**src/inc/dfr_regs.vh**
```
// constants of the disturbance and fault recorder control block
`ifndef DFR_REGS_VH
`define DFR_REGS_VH
// ------------------------------------------------------------------
// timing and limits
// ------------------------------------------------------------------
`define DFR_CLK_PERIOD_NS      5
`define DFR_TICK_NS            1000000
`define DFR_TICK_CYCLES        (`DFR_TICK_NS / `DFR_CLK_PERIOD_NS)
`define DFR_POWER_CYCLE_NS     20000000
`define DFR_SAMPLES_PER_CYCLE  32
`define DFR_SAMPLE_CYCLES      (`DFR_POWER_CYCLE_NS / (`DFR_SAMPLES_PER_CYCLE * `DFR_CLK_PERIOD_NS))
`define DFR_FLUSH_CYCLES       64
`define DFR_MAX_LEN_MS         14'd15000
`define DFR_STORE_MS           18'd120000
`define DFR_PCT_MAX            7'd100
`define DFR_FAULT_DEPTH        20
// ------------------------------------------------------------------
// register offsets
// ------------------------------------------------------------------
`define DFR_OFS_CTRL           8'h00
`define DFR_OFS_LIMIT          8'h04
`define DFR_OFS_PCT            8'h08
`define DFR_OFS_MDELAY         8'h0c
`define DFR_OFS_DR_STAT        8'h10
`define DFR_OFS_DR_DEL         8'h14
`define DFR_OFS_DR_SEL         8'h18
`define DFR_OFS_DR_TIMES       8'h1c
`define DFR_OFS_DR_TAG         8'h20
`define DFR_OFS_FR_STAT        8'h24
`define DFR_OFS_FR_IDX         8'h28
`define DFR_OFS_FR_TAG         8'h2c
`define DFR_OFS_FR_TIMES       8'h30
`define DFR_OFS_FR_INFO        8'h34
`define DFR_OFS_FR_MEAS        8'h38
`define DFR_OFS_FAULT_NO       8'h3c
// ------------------------------------------------------------------
// fields
// ------------------------------------------------------------------
`define DFR_CTRL_WRAP_BIT      0
`define DFR_CTRL_POLICY_BIT    1
`define DFR_CTRL_MANUAL_BIT    2
`define DFR_CTRL_SEL_LSB       8
`define DFR_PCT_TAIL_LSB       8
`define DFR_DEL_CUR_BIT        0
`define DFR_DEL_ALL_BIT        1
`define DFR_DEL_KEY_LSB        16
`define DFR_DEL_KEY            16'ha5c3
`define DFR_STAT_COUNT_LSB     8
`define DFR_STAT_FULL_BIT      16
`define DFR_STAT_READY_BIT     17
`define DFR_INFO_TRIP_LSB      4
`define DFR_INFO_TRIPPED_BIT   8
`define DFR_INFO_TTTV_BIT      9
// ------------------------------------------------------------------
// reset values
// ------------------------------------------------------------------
`define DFR_RST_LIMIT          14'd2000
`define DFR_RST_LEAD_PCT       7'd20
`define DFR_RST_TAIL_PCT       7'd20
`define DFR_RST_SEL            8'hff
`define DFR_RST_MDELAY         16'h0000
`endif

```
**src/logic/dfr_rec_mem.v**
```verilog
// fault record store with registered read data
`timescale 1ns/100ps
module dfr_rec_mem #(
   parameter WIDTH = 104,
   parameter DEPTH = 20,
   parameter AW    = 5
) (
   // clock
   input  wire             clk_i,
   // write port
   input  wire             wr_en_i,
   input  wire [AW-1:0]    wr_addr_i,
   input  wire [WIDTH-1:0] wr_data_i,
   // read port
   input  wire [AW-1:0]    rd_addr_i,
   output wire [WIDTH-1:0] rd_data_o
);
   reg [WIDTH-1:0] mem [0:DEPTH-1];
   reg [WIDTH-1:0] rd_data_ff;

   always @(posedge clk_i) begin
      if (wr_en_i) begin
         mem[wr_addr_i] <= wr_data_i;
      end
      rd_data_ff <= mem[rd_addr_i];
   end

   assign rd_data_o = rd_data_ff;
endmodule // dfr_rec_mem

```
**src/logic/dfr_recorder_ctrl.v**
```verilog
// disturbance capture controller and fault logger with apb registers
//
// Implementation choices: the register offsets and the APB slave port.
`timescale 1ns/100ps
`include "dfr_regs.vh"
module dfr_recorder_ctrl #(
   parameter NMOD          = 8,
   parameter MOD_W         = 3,
   parameter MEAS_W        = 32,
   parameter TICK_CYCLES   = `DFR_TICK_CYCLES,
   parameter SAMPLE_CYCLES = `DFR_SAMPLE_CYCLES,
   parameter FLUSH_CYCLES  = `DFR_FLUSH_CYCLES
) (
   // clock and reset
   input  wire              REF_CLK_I,
   input  wire              RST_I,
   // apb slave
   input  wire              PSEL_I,
   input  wire              PENABLE_I,
   input  wire              PWRITE_I,
   input  wire [7:0]        PADDR_I,
   input  wire [31:0]       PWDATA_I,
   output wire [31:0]       PRDATA_O,
   output wire              PREADY_O,
   output wire              PSLVERR_O,
   // protection modules
   input  wire [7:0]        TRIG_I,
   input  wire [NMOD-1:0]   PICKUP_I,
   input  wire [NMOD-1:0]   TRIP_I,
   input  wire [MEAS_W-1:0] MEAS_I,
   // recorder outputs
   output wire              DR_SAMPLE_O,
   output wire              DR_ACTIVE_O,
   output wire              DR_FLUSH_O,
   output wire              FAULT_NOTIFY_O,
   output wire              NV_SAVE_O,
   output wire [MEAS_W+71:0] NV_REC_O
);
   localparam REC_W = MEAS_W + 72;
   localparam DS_IDLE = 2'd0, DS_EVENT = 2'd1, DS_TAIL = 2'd2, DS_FLUSH = 2'd3;
   localparam [4:0] DEPTH = `DFR_FAULT_DEPTH;
   localparam [31:0] TICK_LAST  = TICK_CYCLES - 1;
   localparam [31:0] SMP_LAST   = SAMPLE_CYCLES - 1;
   localparam [31:0] FLUSH_LAST = FLUSH_CYCLES - 1;

   // ------------------------------------------------------------------
   // time base
   // ------------------------------------------------------------------
   reg [17:0] tick_cnt_ff;
   reg [17:0] smp_cnt_ff;
   reg        smp_ff;
   wire       tick = (tick_cnt_ff == TICK_LAST[17:0]);
   always @(posedge REF_CLK_I or posedge RST_I) begin
      if (RST_I) begin
         tick_cnt_ff <= 18'h0;
         smp_cnt_ff  <= 18'h0;
         smp_ff      <= 1'b0;
      end else begin
         tick_cnt_ff <= tick ? 18'h0 : tick_cnt_ff + 18'h1;
         smp_ff      <= (smp_cnt_ff == SMP_LAST[17:0]);
         smp_cnt_ff  <= (smp_cnt_ff == SMP_LAST[17:0]) ? 18'h0 : smp_cnt_ff + 18'h1;
      end
   end

   // ------------------------------------------------------------------
   // apb access and configuration
   // ------------------------------------------------------------------
   reg        wrap_ff, policy_ff;
   reg [7:0]  sel_ff;
   reg [13:0] limit_ff;
   reg [6:0]  lead_pct_ff, tail_pct_ff;
   reg [15:0] mdelay_ff;
   reg [7:0]  dsel_ff;
   reg [4:0]  fidx_ff;
   reg        rd_wait_ff;
   reg [31:0] prdata_ff;
   wire       acc    = PSEL_I & PENABLE_I;
   wire       wr     = acc & PWRITE_I;
   wire       manual = wr && PADDR_I == `DFR_OFS_CTRL && PWDATA_I[`DFR_CTRL_MANUAL_BIT];
   wire       key_ok = wr && PADDR_I == `DFR_OFS_DR_DEL &&
                       PWDATA_I[`DFR_DEL_KEY_LSB +: 16] == `DFR_DEL_KEY;
   wire       del_cur = key_ok & PWDATA_I[`DFR_DEL_CUR_BIT];
   wire       del_all = key_ok & PWDATA_I[`DFR_DEL_ALL_BIT];
   wire [13:0] wlim = (PWDATA_I > {18'h0, `DFR_MAX_LEN_MS}) ? `DFR_MAX_LEN_MS : PWDATA_I[13:0];
   wire [6:0]  wlp  = (PWDATA_I[6:0] > `DFR_PCT_MAX) ? `DFR_PCT_MAX : PWDATA_I[6:0];
   wire [6:0]  wtp  = (PWDATA_I[`DFR_PCT_TAIL_LSB +: 7] > `DFR_PCT_MAX) ? `DFR_PCT_MAX :
                      PWDATA_I[`DFR_PCT_TAIL_LSB +: 7];
   always @(posedge REF_CLK_I or posedge RST_I) begin
      if (RST_I) begin
         wrap_ff     <= 1'b0;
         policy_ff   <= 1'b0;
         sel_ff      <= `DFR_RST_SEL;
         limit_ff    <= `DFR_RST_LIMIT;
         lead_pct_ff <= `DFR_RST_LEAD_PCT;
         tail_pct_ff <= `DFR_RST_TAIL_PCT;
         mdelay_ff   <= `DFR_RST_MDELAY;
         dsel_ff     <= 8'h0;
         fidx_ff     <= 5'h0;
      end else if (wr) begin
         if (PADDR_I == `DFR_OFS_CTRL) begin
            wrap_ff   <= PWDATA_I[`DFR_CTRL_WRAP_BIT];
            policy_ff <= PWDATA_I[`DFR_CTRL_POLICY_BIT];
            sel_ff    <= PWDATA_I[`DFR_CTRL_SEL_LSB +: 8];
         end else if (PADDR_I == `DFR_OFS_LIMIT) begin
            limit_ff <= wlim;
         end else if (PADDR_I == `DFR_OFS_PCT) begin
            lead_pct_ff <= wlp;
            tail_pct_ff <= wtp;
         end else if (PADDR_I == `DFR_OFS_MDELAY) begin
            mdelay_ff <= PWDATA_I[15:0];
         end else if (PADDR_I == `DFR_OFS_DR_SEL) begin
            dsel_ff <= PWDATA_I[7:0];
         end else if (PADDR_I == `DFR_OFS_FR_IDX) begin
            fidx_ff <= (PWDATA_I[4:0] >= DEPTH) ? DEPTH - 5'd1 : PWDATA_I[4:0];
         end
      end
   end

   // ------------------------------------------------------------------
   // disturbance capture controller
   // ------------------------------------------------------------------
   reg [1:0]  ds_ff;
   reg [7:0]  trig_q_ff, ev_src_ff;
   reg [13:0] elapsed_ff, ev_ms_ff, tail_ms_ff;
   reg [17:0] used_ff;
   reg [7:0]  dcount_ff;
   reg [15:0] flush_ff;
   reg [15:0] fault_no_ff, grid_no_ff, dtag_f_ff, dtag_g_ff;
   wire [20:0] lead_prod = limit_ff * lead_pct_ff;
   wire [20:0] tail_prod = limit_ff * tail_pct_ff;
   wire [20:0] lead_q = lead_prod / 21'd100;
   wire [20:0] tail_q = tail_prod / 21'd100;
   wire [13:0] lead_ms = lead_q[13:0];
   wire [13:0] tail_set = tail_q[13:0];
   wire [7:0]  trig_edge = TRIG_I & ~trig_q_ff & sel_ff;
   wire        full = (used_ff + {4'h0, limit_ff}) > `DFR_STORE_MS;
   wire        dr_ready = (ds_ff == DS_IDLE) & (~full | wrap_ff);
   wire        start = dr_ready & ((|trig_edge) | manual);
   wire        at_limit = elapsed_ff >= limit_ff;
   wire        tail_done = (tail_ms_ff >= tail_set) | at_limit;
   always @(posedge REF_CLK_I or posedge RST_I) begin
      if (RST_I) begin
         ds_ff      <= DS_IDLE;
         trig_q_ff  <= 8'h0;
         ev_src_ff  <= 8'h0;
         elapsed_ff <= 14'h0;
         ev_ms_ff   <= 14'h0;
         tail_ms_ff <= 14'h0;
         used_ff    <= 18'h0;
         dcount_ff  <= 8'h0;
         flush_ff   <= 16'h0;
         dtag_f_ff  <= 16'h0;
         dtag_g_ff  <= 16'h0;
      end else begin
         trig_q_ff <= TRIG_I;
         case (ds_ff)
            DS_IDLE: begin
               if (start) begin
                  ev_src_ff  <= trig_edge;
                  elapsed_ff <= lead_ms;
                  ev_ms_ff   <= 14'h0;
                  tail_ms_ff <= 14'h0;
                  dtag_f_ff  <= fault_no_ff;
                  dtag_g_ff  <= grid_no_ff;
                  if (!full) begin
                     used_ff   <= used_ff + {4'h0, limit_ff};
                     dcount_ff <= dcount_ff + 8'h1;
                  end
                  ds_ff <= DS_EVENT;
               end else if (del_all) begin
                  used_ff   <= 18'h0;
                  dcount_ff <= 8'h0;
               end else if (del_cur && dcount_ff != 8'h0 && dsel_ff < dcount_ff) begin
                  used_ff   <= (used_ff > {4'h0, limit_ff}) ? used_ff - {4'h0, limit_ff} : 18'h0;
                  dcount_ff <= dcount_ff - 8'h1;
               end
            end
            DS_EVENT: begin
               if (at_limit) begin
                  ds_ff    <= DS_FLUSH;
                  flush_ff <= 16'h0;
               end else if (~|(TRIG_I & ev_src_ff)) begin
                  ds_ff <= DS_TAIL;
               end else if (tick) begin
                  elapsed_ff <= elapsed_ff + 14'h1;
                  ev_ms_ff   <= ev_ms_ff + 14'h1;
               end
            end
            DS_TAIL: begin
               if (tail_done) begin
                  ds_ff    <= DS_FLUSH;
                  flush_ff <= 16'h0;
               end else if (tick) begin
                  elapsed_ff <= elapsed_ff + 14'h1;
                  tail_ms_ff <= tail_ms_ff + 14'h1;
               end
            end
            default: begin
               flush_ff <= flush_ff + 16'h1;
               if (flush_ff == FLUSH_LAST[15:0]) begin
                  ds_ff <= DS_IDLE;
               end
            end
         endcase
      end
   end

   // ------------------------------------------------------------------
   // fault logger
   // ------------------------------------------------------------------
   reg             gp_q_ff, open_ff, tripped_ff, ttt_v_ff, pend_ff;
   reg [MOD_W-1:0] pick_mod_ff, trip_mod_ff;
   reg [15:0]      fl_ms_ff, ttt_ff, md_cnt_ff;
   reg [MEAS_W-1:0] meas_ff;
   reg [4:0]       wptr_ff, fcount_ff;
   reg             notify_ff, nvsave_ff;
   reg [REC_W-1:0] latest_ff;
   wire            gp = |PICKUP_I;
   wire            gt = |TRIP_I;
   wire            gp_rise = gp & ~gp_q_ff;
   wire            gp_fall = ~gp & gp_q_ff;
   wire            first_trip = open_ff & gt & ~tripped_ff;

   function [MOD_W-1:0] first_set;
      input [NMOD-1:0] v;
      integer k;
      begin
         first_set = {MOD_W{1'b0}};
         for (k = NMOD - 1; k >= 0; k = k - 1) begin
            if (v[k]) begin
               first_set = k[MOD_W-1:0];
            end
         end
      end
   endfunction

   wire [MOD_W-1:0]  trip_mod_now = first_set(TRIP_I);
   wire [MEAS_W-1:0] meas_fin = pend_ff ? MEAS_I : meas_ff;
   wire              rec_wr = open_ff & gp_fall & (tripped_ff | policy_ff);
   wire [REC_W-1:0]  rec_data = {meas_fin, ttt_v_ff, tripped_ff, trip_mod_ff, pick_mod_ff,
                                 ttt_ff, fl_ms_ff, grid_no_ff, fault_no_ff};
   always @(posedge REF_CLK_I or posedge RST_I) begin
      if (RST_I) begin
         gp_q_ff     <= 1'b0;
         open_ff     <= 1'b0;
         tripped_ff  <= 1'b0;
         ttt_v_ff    <= 1'b0;
         pend_ff     <= 1'b0;
         pick_mod_ff <= {MOD_W{1'b0}};
         trip_mod_ff <= {MOD_W{1'b0}};
         fl_ms_ff    <= 16'h0;
         ttt_ff      <= 16'h0;
         md_cnt_ff   <= 16'h0;
         meas_ff     <= {MEAS_W{1'b0}};
         fault_no_ff <= 16'h0;
         grid_no_ff  <= 16'h0;
         wptr_ff     <= 5'h0;
         fcount_ff   <= 5'h0;
         notify_ff   <= 1'b0;
         nvsave_ff   <= 1'b0;
         latest_ff   <= {REC_W{1'b0}};
      end else begin
         gp_q_ff   <= gp;
         notify_ff <= gp_fall;
         nvsave_ff <= rec_wr;
         if (gp_rise) begin
            open_ff     <= 1'b1;
            tripped_ff  <= 1'b0;
            ttt_v_ff    <= 1'b0;
            pend_ff     <= 1'b0;
            fl_ms_ff    <= 16'h0;
            ttt_ff      <= 16'h0;
            pick_mod_ff <= first_set(PICKUP_I);
            fault_no_ff <= fault_no_ff + 16'h1;
            grid_no_ff  <= grid_no_ff + 16'h1;
         end else if (open_ff) begin
            if (tick && fl_ms_ff != 16'hffff) begin
               fl_ms_ff <= fl_ms_ff + 16'h1;
            end
            if (first_trip) begin
               tripped_ff  <= 1'b1;
               trip_mod_ff <= trip_mod_now;
               ttt_ff      <= fl_ms_ff;
               ttt_v_ff    <= (trip_mod_now == pick_mod_ff);
               md_cnt_ff   <= 16'h0;
               if (mdelay_ff == 16'h0) begin
                  meas_ff <= MEAS_I;
               end else begin
                  pend_ff <= 1'b1;
               end
            end else if (pend_ff) begin
               if (md_cnt_ff >= mdelay_ff || gp_fall) begin
                  meas_ff <= MEAS_I;
                  pend_ff <= 1'b0;
               end else if (tick) begin
                  md_cnt_ff <= md_cnt_ff + 16'h1;
               end
            end
            if (gp_fall) begin
               open_ff <= 1'b0;
            end
         end
         if (rec_wr) begin
            wptr_ff   <= (wptr_ff == DEPTH - 5'd1) ? 5'h0 : wptr_ff + 5'h1;
            fcount_ff <= (fcount_ff == DEPTH) ? DEPTH : fcount_ff + 5'h1;
            latest_ff <= rec_data;
         end
      end
   end

   // ------------------------------------------------------------------
   // fault record store, index 0 is the newest
   // ------------------------------------------------------------------
   wire [5:0]       rd_sum = {1'b0, wptr_ff} + {1'b0, DEPTH} - 6'd1 - {1'b0, fidx_ff};
   wire [4:0]       rd_addr = (rd_sum >= {1'b0, DEPTH}) ? rd_sum[4:0] - DEPTH : rd_sum[4:0];
   wire [REC_W-1:0] rd_rec;
   dfr_rec_mem #(
      .WIDTH (REC_W),
      .DEPTH (`DFR_FAULT_DEPTH),
      .AW    (5)
   ) u_mem (
      .clk_i     (REF_CLK_I),
      .wr_en_i   (rec_wr),
      .wr_addr_i (wptr_ff),
      .wr_data_i (rec_data),
      .rd_addr_i (rd_addr),
      .rd_data_o (rd_rec)
   );

   // ------------------------------------------------------------------
   // read mux
   // ------------------------------------------------------------------
   reg [31:0] rmux;
   reg        unmapped;
   always @* begin
      rmux     = 32'h0;
      unmapped = 1'b0;
      if (PADDR_I == `DFR_OFS_CTRL) begin
         rmux = {16'h0, sel_ff, 6'h0, policy_ff, wrap_ff};
      end else if (PADDR_I == `DFR_OFS_LIMIT) begin
         rmux = {18'h0, limit_ff};
      end else if (PADDR_I == `DFR_OFS_PCT) begin
         rmux = {17'h0, tail_pct_ff, 1'b0, lead_pct_ff};
      end else if (PADDR_I == `DFR_OFS_MDELAY) begin
         rmux = {16'h0, mdelay_ff};
      end else if (PADDR_I == `DFR_OFS_DR_STAT) begin
         rmux = {14'h0, dr_ready, full, dcount_ff, 6'h0, ds_ff};
      end else if (PADDR_I == `DFR_OFS_DR_DEL) begin
         rmux = 32'h0;
      end else if (PADDR_I == `DFR_OFS_DR_SEL) begin
         rmux = {24'h0, dsel_ff};
      end else if (PADDR_I == `DFR_OFS_DR_TIMES) begin
         rmux = {2'h0, tail_ms_ff, 2'h0, ev_ms_ff};
      end else if (PADDR_I == `DFR_OFS_DR_TAG) begin
         rmux = {dtag_g_ff, dtag_f_ff};
      end else if (PADDR_I == `DFR_OFS_FR_STAT) begin
         rmux = {19'h0, wptr_ff, 3'h0, fcount_ff};
      end else if (PADDR_I == `DFR_OFS_FR_IDX) begin
         rmux = {27'h0, fidx_ff};
      end else if (PADDR_I == `DFR_OFS_FR_TAG) begin
         rmux = rd_rec[31:0];
      end else if (PADDR_I == `DFR_OFS_FR_TIMES) begin
         rmux = rd_rec[63:32];
      end else if (PADDR_I == `DFR_OFS_FR_INFO) begin
         rmux = {22'h0, rd_rec[71], rd_rec[70], 1'b0, rd_rec[69:67], 1'b0, rd_rec[66:64]};
      end else if (PADDR_I == `DFR_OFS_FR_MEAS) begin
         rmux = rd_rec[REC_W-1:72];
      end else if (PADDR_I == `DFR_OFS_FAULT_NO) begin
         rmux = {grid_no_ff, fault_no_ff};
      end else begin
         unmapped = 1'b1;
      end
   end

   always @(posedge REF_CLK_I or posedge RST_I) begin
      if (RST_I) begin
         rd_wait_ff <= 1'b0;
         prdata_ff  <= 32'h0;
      end else begin
         rd_wait_ff <= acc & ~PWRITE_I & ~rd_wait_ff;
         if (acc & ~PWRITE_I & ~rd_wait_ff) begin
            prdata_ff <= rmux;
         end
      end
   end

   assign PREADY_O       = acc & (PWRITE_I | rd_wait_ff);
   assign PSLVERR_O      = PREADY_O & unmapped;
   assign PRDATA_O       = prdata_ff;
   assign DR_SAMPLE_O    = smp_ff;
   assign DR_ACTIVE_O    = (ds_ff == DS_EVENT) | (ds_ff == DS_TAIL);
   assign DR_FLUSH_O     = (ds_ff == DS_FLUSH);
   assign FAULT_NOTIFY_O = notify_ff;
   assign NV_SAVE_O      = nvsave_ff;
   assign NV_REC_O       = latest_ff;
endmodule // dfr_recorder_ctrl

```
**config.mk**
```make
export PLATFORM = sky130hd
export DESIGN_NAME = dfr_recorder_ctrl
export DESIGN_NICKNAME = d
export VERILOG_FILES = /design/src/logic/dfr_rec_mem.v /design/src/logic/dfr_recorder_ctrl.v
export VERILOG_INCLUDE_DIRS = /design/src /design/src/inc
export SDC_FILE = /design/constraint.sdc
export NUM_CORES = 2
export LEC_CHECK = 0
export ABC_CLOCK_PERIOD_IN_PS = 21600
export BUFFER_PORTS_ARGS = -buffer_cell sky130_fd_sc_hd__buf_2
export CAP_MARGIN = 20
export CORE_UTILIZATION = 43
export CTS_CLUSTER_DIAMETER = 80
export DETAILED_ROUTE_END_ITERATION = 7
export PLACE_DENSITY = 0.63
export SKIP_LAST_GASP = 1
export SYNTH_ARGS = -nofsm -noshare
export SYNTH_HDL_FRONTEND = slang
export SYNTH_SLANG_ARGS = --single-unit
```
**constraint.sdc**
```tcl
create_clock -name REF_CLK_I -period 21.6 [get_ports REF_CLK_I]
set_clock_uncertainty 0.05 [all_clocks]
set_input_delay 0 -clock REF_CLK_I [delete_from_list [all_inputs] [get_ports REF_CLK_I]]
set_output_delay 0 -clock REF_CLK_I [all_outputs]
set_load 0.005 [all_outputs]
```
==> results.cfg <==
[yosys]
syn_area_mm2 = 0.120
ys_seq_area_share_pct = 64.5
syn_inst = 7494
async_flop_share_pct = 18.9
synthDistinctLibCells = 137
synthFlopType = edfxtp_1
synth-edff-count = 2080
yosysWarnings = 0
syn_area_per_cell_um2 = 16.0
syn-num-nets = 7907
ys_ff_latch = 2694

[placed_design]
port_buffers = 243
dp_hpwl_um = 195000
gp_congestion = 0.903

[sta]
hold_viol_final = 0
holdWs_ns = 0.0719
setup_violations = 0
max_slew_margin_pct = 24.2
rsz0062_at_grt = no
finalSetupTns_ns = 0
drv_slew = 0
tightestPinTransition_ns = 1.13
max_freq_mhz = 53.6
min_period_over_period_pct = 86.3
min_period_ns = 18.65

[setup_path]
cp_slowest_cell = dfrtp_1
reg2regPathDepth = 68
worstPathRequired_ns = 22.26
slowest_delay_ns = 0.81
worstSetupEndpointType = register
rrSetupSlack_ns = 2.95
worstSetupPathType = reg2reg
cp.arrival_ns = 19.31
crit_path_frequent_cell = nor2_1
crit_path_start_kind = register
cp_max_fo = 18

[cells_and_area]
drive_above_1_share_pct = 23.3
fin_util_pct = 49.4
nNetsFinal = 8365
area_growth_pct = 14.2

[floorplan]
num_rows = 193
die_y_um = 530
core-area_mm2 = 0.277
die_x_um = 530
die_area_mm2 = 0.281
initial_core_util_pct = 43.3
ioPinCount = 244

[pwr]
vdd_drop_max_uv = 57.9
power_density_mw_per_mm2 = 89.7
p_leak_nw = 48.8

[clock_network]
cts_tree = done
cts_sinks = 2694
post_cts_resized = 0
post-cts-setup-buffers = 0
clkLatencyLatePin_ns = 0.88
cts_root_buf = clkbuf_16
cts_hold_buf = 160
cts.clk_slew.worst_paths_ns = 0.06
cts-htree-levels = 5
cts_buffer_depth = 4
cts_buffers = 291

[worst_hold_path]
whs_path_depth = 3
hold_class = in2reg

[global_routing]
overflow = 0
track_usage_pct = 23.4
grt_pass1_wl_um = 485000
grt_max_degree = 154
grt_pass1_vias = 71100
antenna_found_initial = 14

[detailed_routing]
drtPass1Iterations = 8
drt_iter0_markers = 7890
vias_per_cell = 6.01
drtAntennaViolNets = 0
drc = 1
wl_um = 332000
post_drt_wl_per_cell_um = 27.9
vias = 71500

[run_status]
status = finished with violations
failed_checks = design-rule violations

[run]
cap_viol_max_count = 0
cells by family (layout without fill, tap and decap cells):
| logic type | count (synthesis) | count (layout) | share of synthesized area, % |
|---|---|---|---|
| xor+xnor | 196 | 196 | 1.46 |
| buf+inv | 579 | 1274 | 1.87 |
| fa+ha+maj | 313 | 313 | 4.02 |
| simple gates | 1608 | 1608 | 6.35 |
| flops | 2694 | 2694 | 64.5 |
| mux | 980 | 980 | 15.1 |
| compound gates | 1124 | 1124 | 6.78 |
| other cells | 0 | 8 | 0 |
area by class of cell:
cell class	count	area, um^2
Tap cell	3705	4640
Inverter	228	863
Clock buffer	393	8080
Antenna cell	8	20.0
Timing Repair Buffer	516	3830
Multi-Input combinational cell	4221	40700
Clock inverter	137	1520
Sequential cell	2694	77300
Fill cell	22900	140000
worst max-delay path, delay by kind of cell (launching register included):
kind,cells,cell delay [ns]
AO/OA/AOI/OAI,29,7.92
XOR/XNOR,2,0.69
adder cells (fa/ha/maj),6,2.58
buffers and inverters,4,0.28
flip-flops,1,0.81
multiplexers,1,0.37
AND/OR/NAND/NOR,26,5.76
cell usage after synthesis (all sizes together), types with 84 or more instances:
library cell | instances | area share [%]
nand3 | 132 | 0.55
o21ai | 221 | 0.93
dfrtp | 492 | 10
nor2 | 386 | 1.2
inv | 228 | 0.71
nand2 | 556 | 1.7
fa | 121 | 2.0
xnor2 | 112 | 0.83
mux4 | 624 | 12
and2 | 128 | 0.67
dfxtp | 104 | 1.7
xor2 | 84 | 0.63
mux2 | 327 | 3.1
edfxtp | 2080 | 52
clkbuf | 291 | 0.91
ha | 191 | 2.0
a21oi | 235 | 1.0
power breakdown:
part           switching [mW]  internal (mW)  total (mW)
registers               0.117           5.68        5.80
clock network            2.05           2.95        5.00
logic                   0.897          0.580        1.48
total                    3.07           9.22        12.3
worst paths after layout:
kind / from / to
min in group asynchronous: RST_I / smp_cnt_ff[16]
setup reg to reg: limit_ff[2] / tail_ms_ff[11]
hold / removal: PWDATA_I[7] / dsel_ff[7]
hold reg to reg: smp_cnt_ff[0] / smp_cnt_ff[0]
setup / recovery: limit_ff[2] / tail_ms_ff[11]
max in group asynchronous: RST_I / NV_REC_O[65]
state kept, by name (all words and copies together), names as in the netlist, 16 cells and up:
signal / cells
fault_no_ff: 16
mdelay_ff: 16
dtag_g_ff: 16
smp_cnt_ff: 18
ttt_ff: 16
md_cnt_ff: 16
tick_cnt_ff: 18
u_mem.mem: 2080
used_ff: 18
grid_no_ff: 16
flush_ff: 16
dtag_f_ff: 16
fl_ms_ff: 16
meas_ff: 32
NV_REC_O: 104
PRDATA_O: 32
u_mem.rd_data_o: 104
per-stage QoR:
step | total power, mW | cells | area (um^2) | setup slack, ns
finish | 12.3 | 11900 | 137000 | 2.95
global route | 12.7 | 11900 | 137000 | 1.20
CTS | 12.4 | 11900 | 137000 | 3.09
detailed placement | 7.35 | 11200 | 126000 | 3.22
global placement | 7.33 | 11200 | 126000 | 3.52
floorplan | 6.91 | 7494 | 120000 | 6.13
per-layer routing:
metal  share of wire [%]  GRT usage (%)  routed length, um  vias to the layer above
met5               0.012              0                 40                        -
met4                 3.6           7.98              12000                        6
met3                 8.1           4.49              26800                      493
met2                  48           37.9             158000                     3034
met1                  41           31.7             135000                    37600
li1                    -              -                  -                    30400
cells in the final DEF (no fill, tap or decap), types with 68 or more instances in the layout:
master / netlist / layout
a21o_1: 76 / 76
a21oi_1: 230 / 230
and2_1: 128 / 128
buf_2: 17 / 243
buf_4: 10 / 100
clkbuf_1: 291 / 68
clkbuf_16: 0 / 298
dfrtp_1: 492 / 491
dfxtp_1: 104 / 104
dlygate4sd3_1: 0 / 160
edfxtp_1: 2080 / 2080
fa_1: 121 / 121
ha_1: 191 / 189
inv_1: 226 / 225
mux2_2: 323 / 322
mux4_2: 624 / 624
nand2_1: 556 / 556
nand3_1: 131 / 130
nand4_1: 75 / 75
nor2_1: 385 / 362
o21ai_0: 189 / 189
xnor2_1: 110 / 109
xor2_1: 82 / 82
Note: power is estimated with default switching activity, not from simulation.
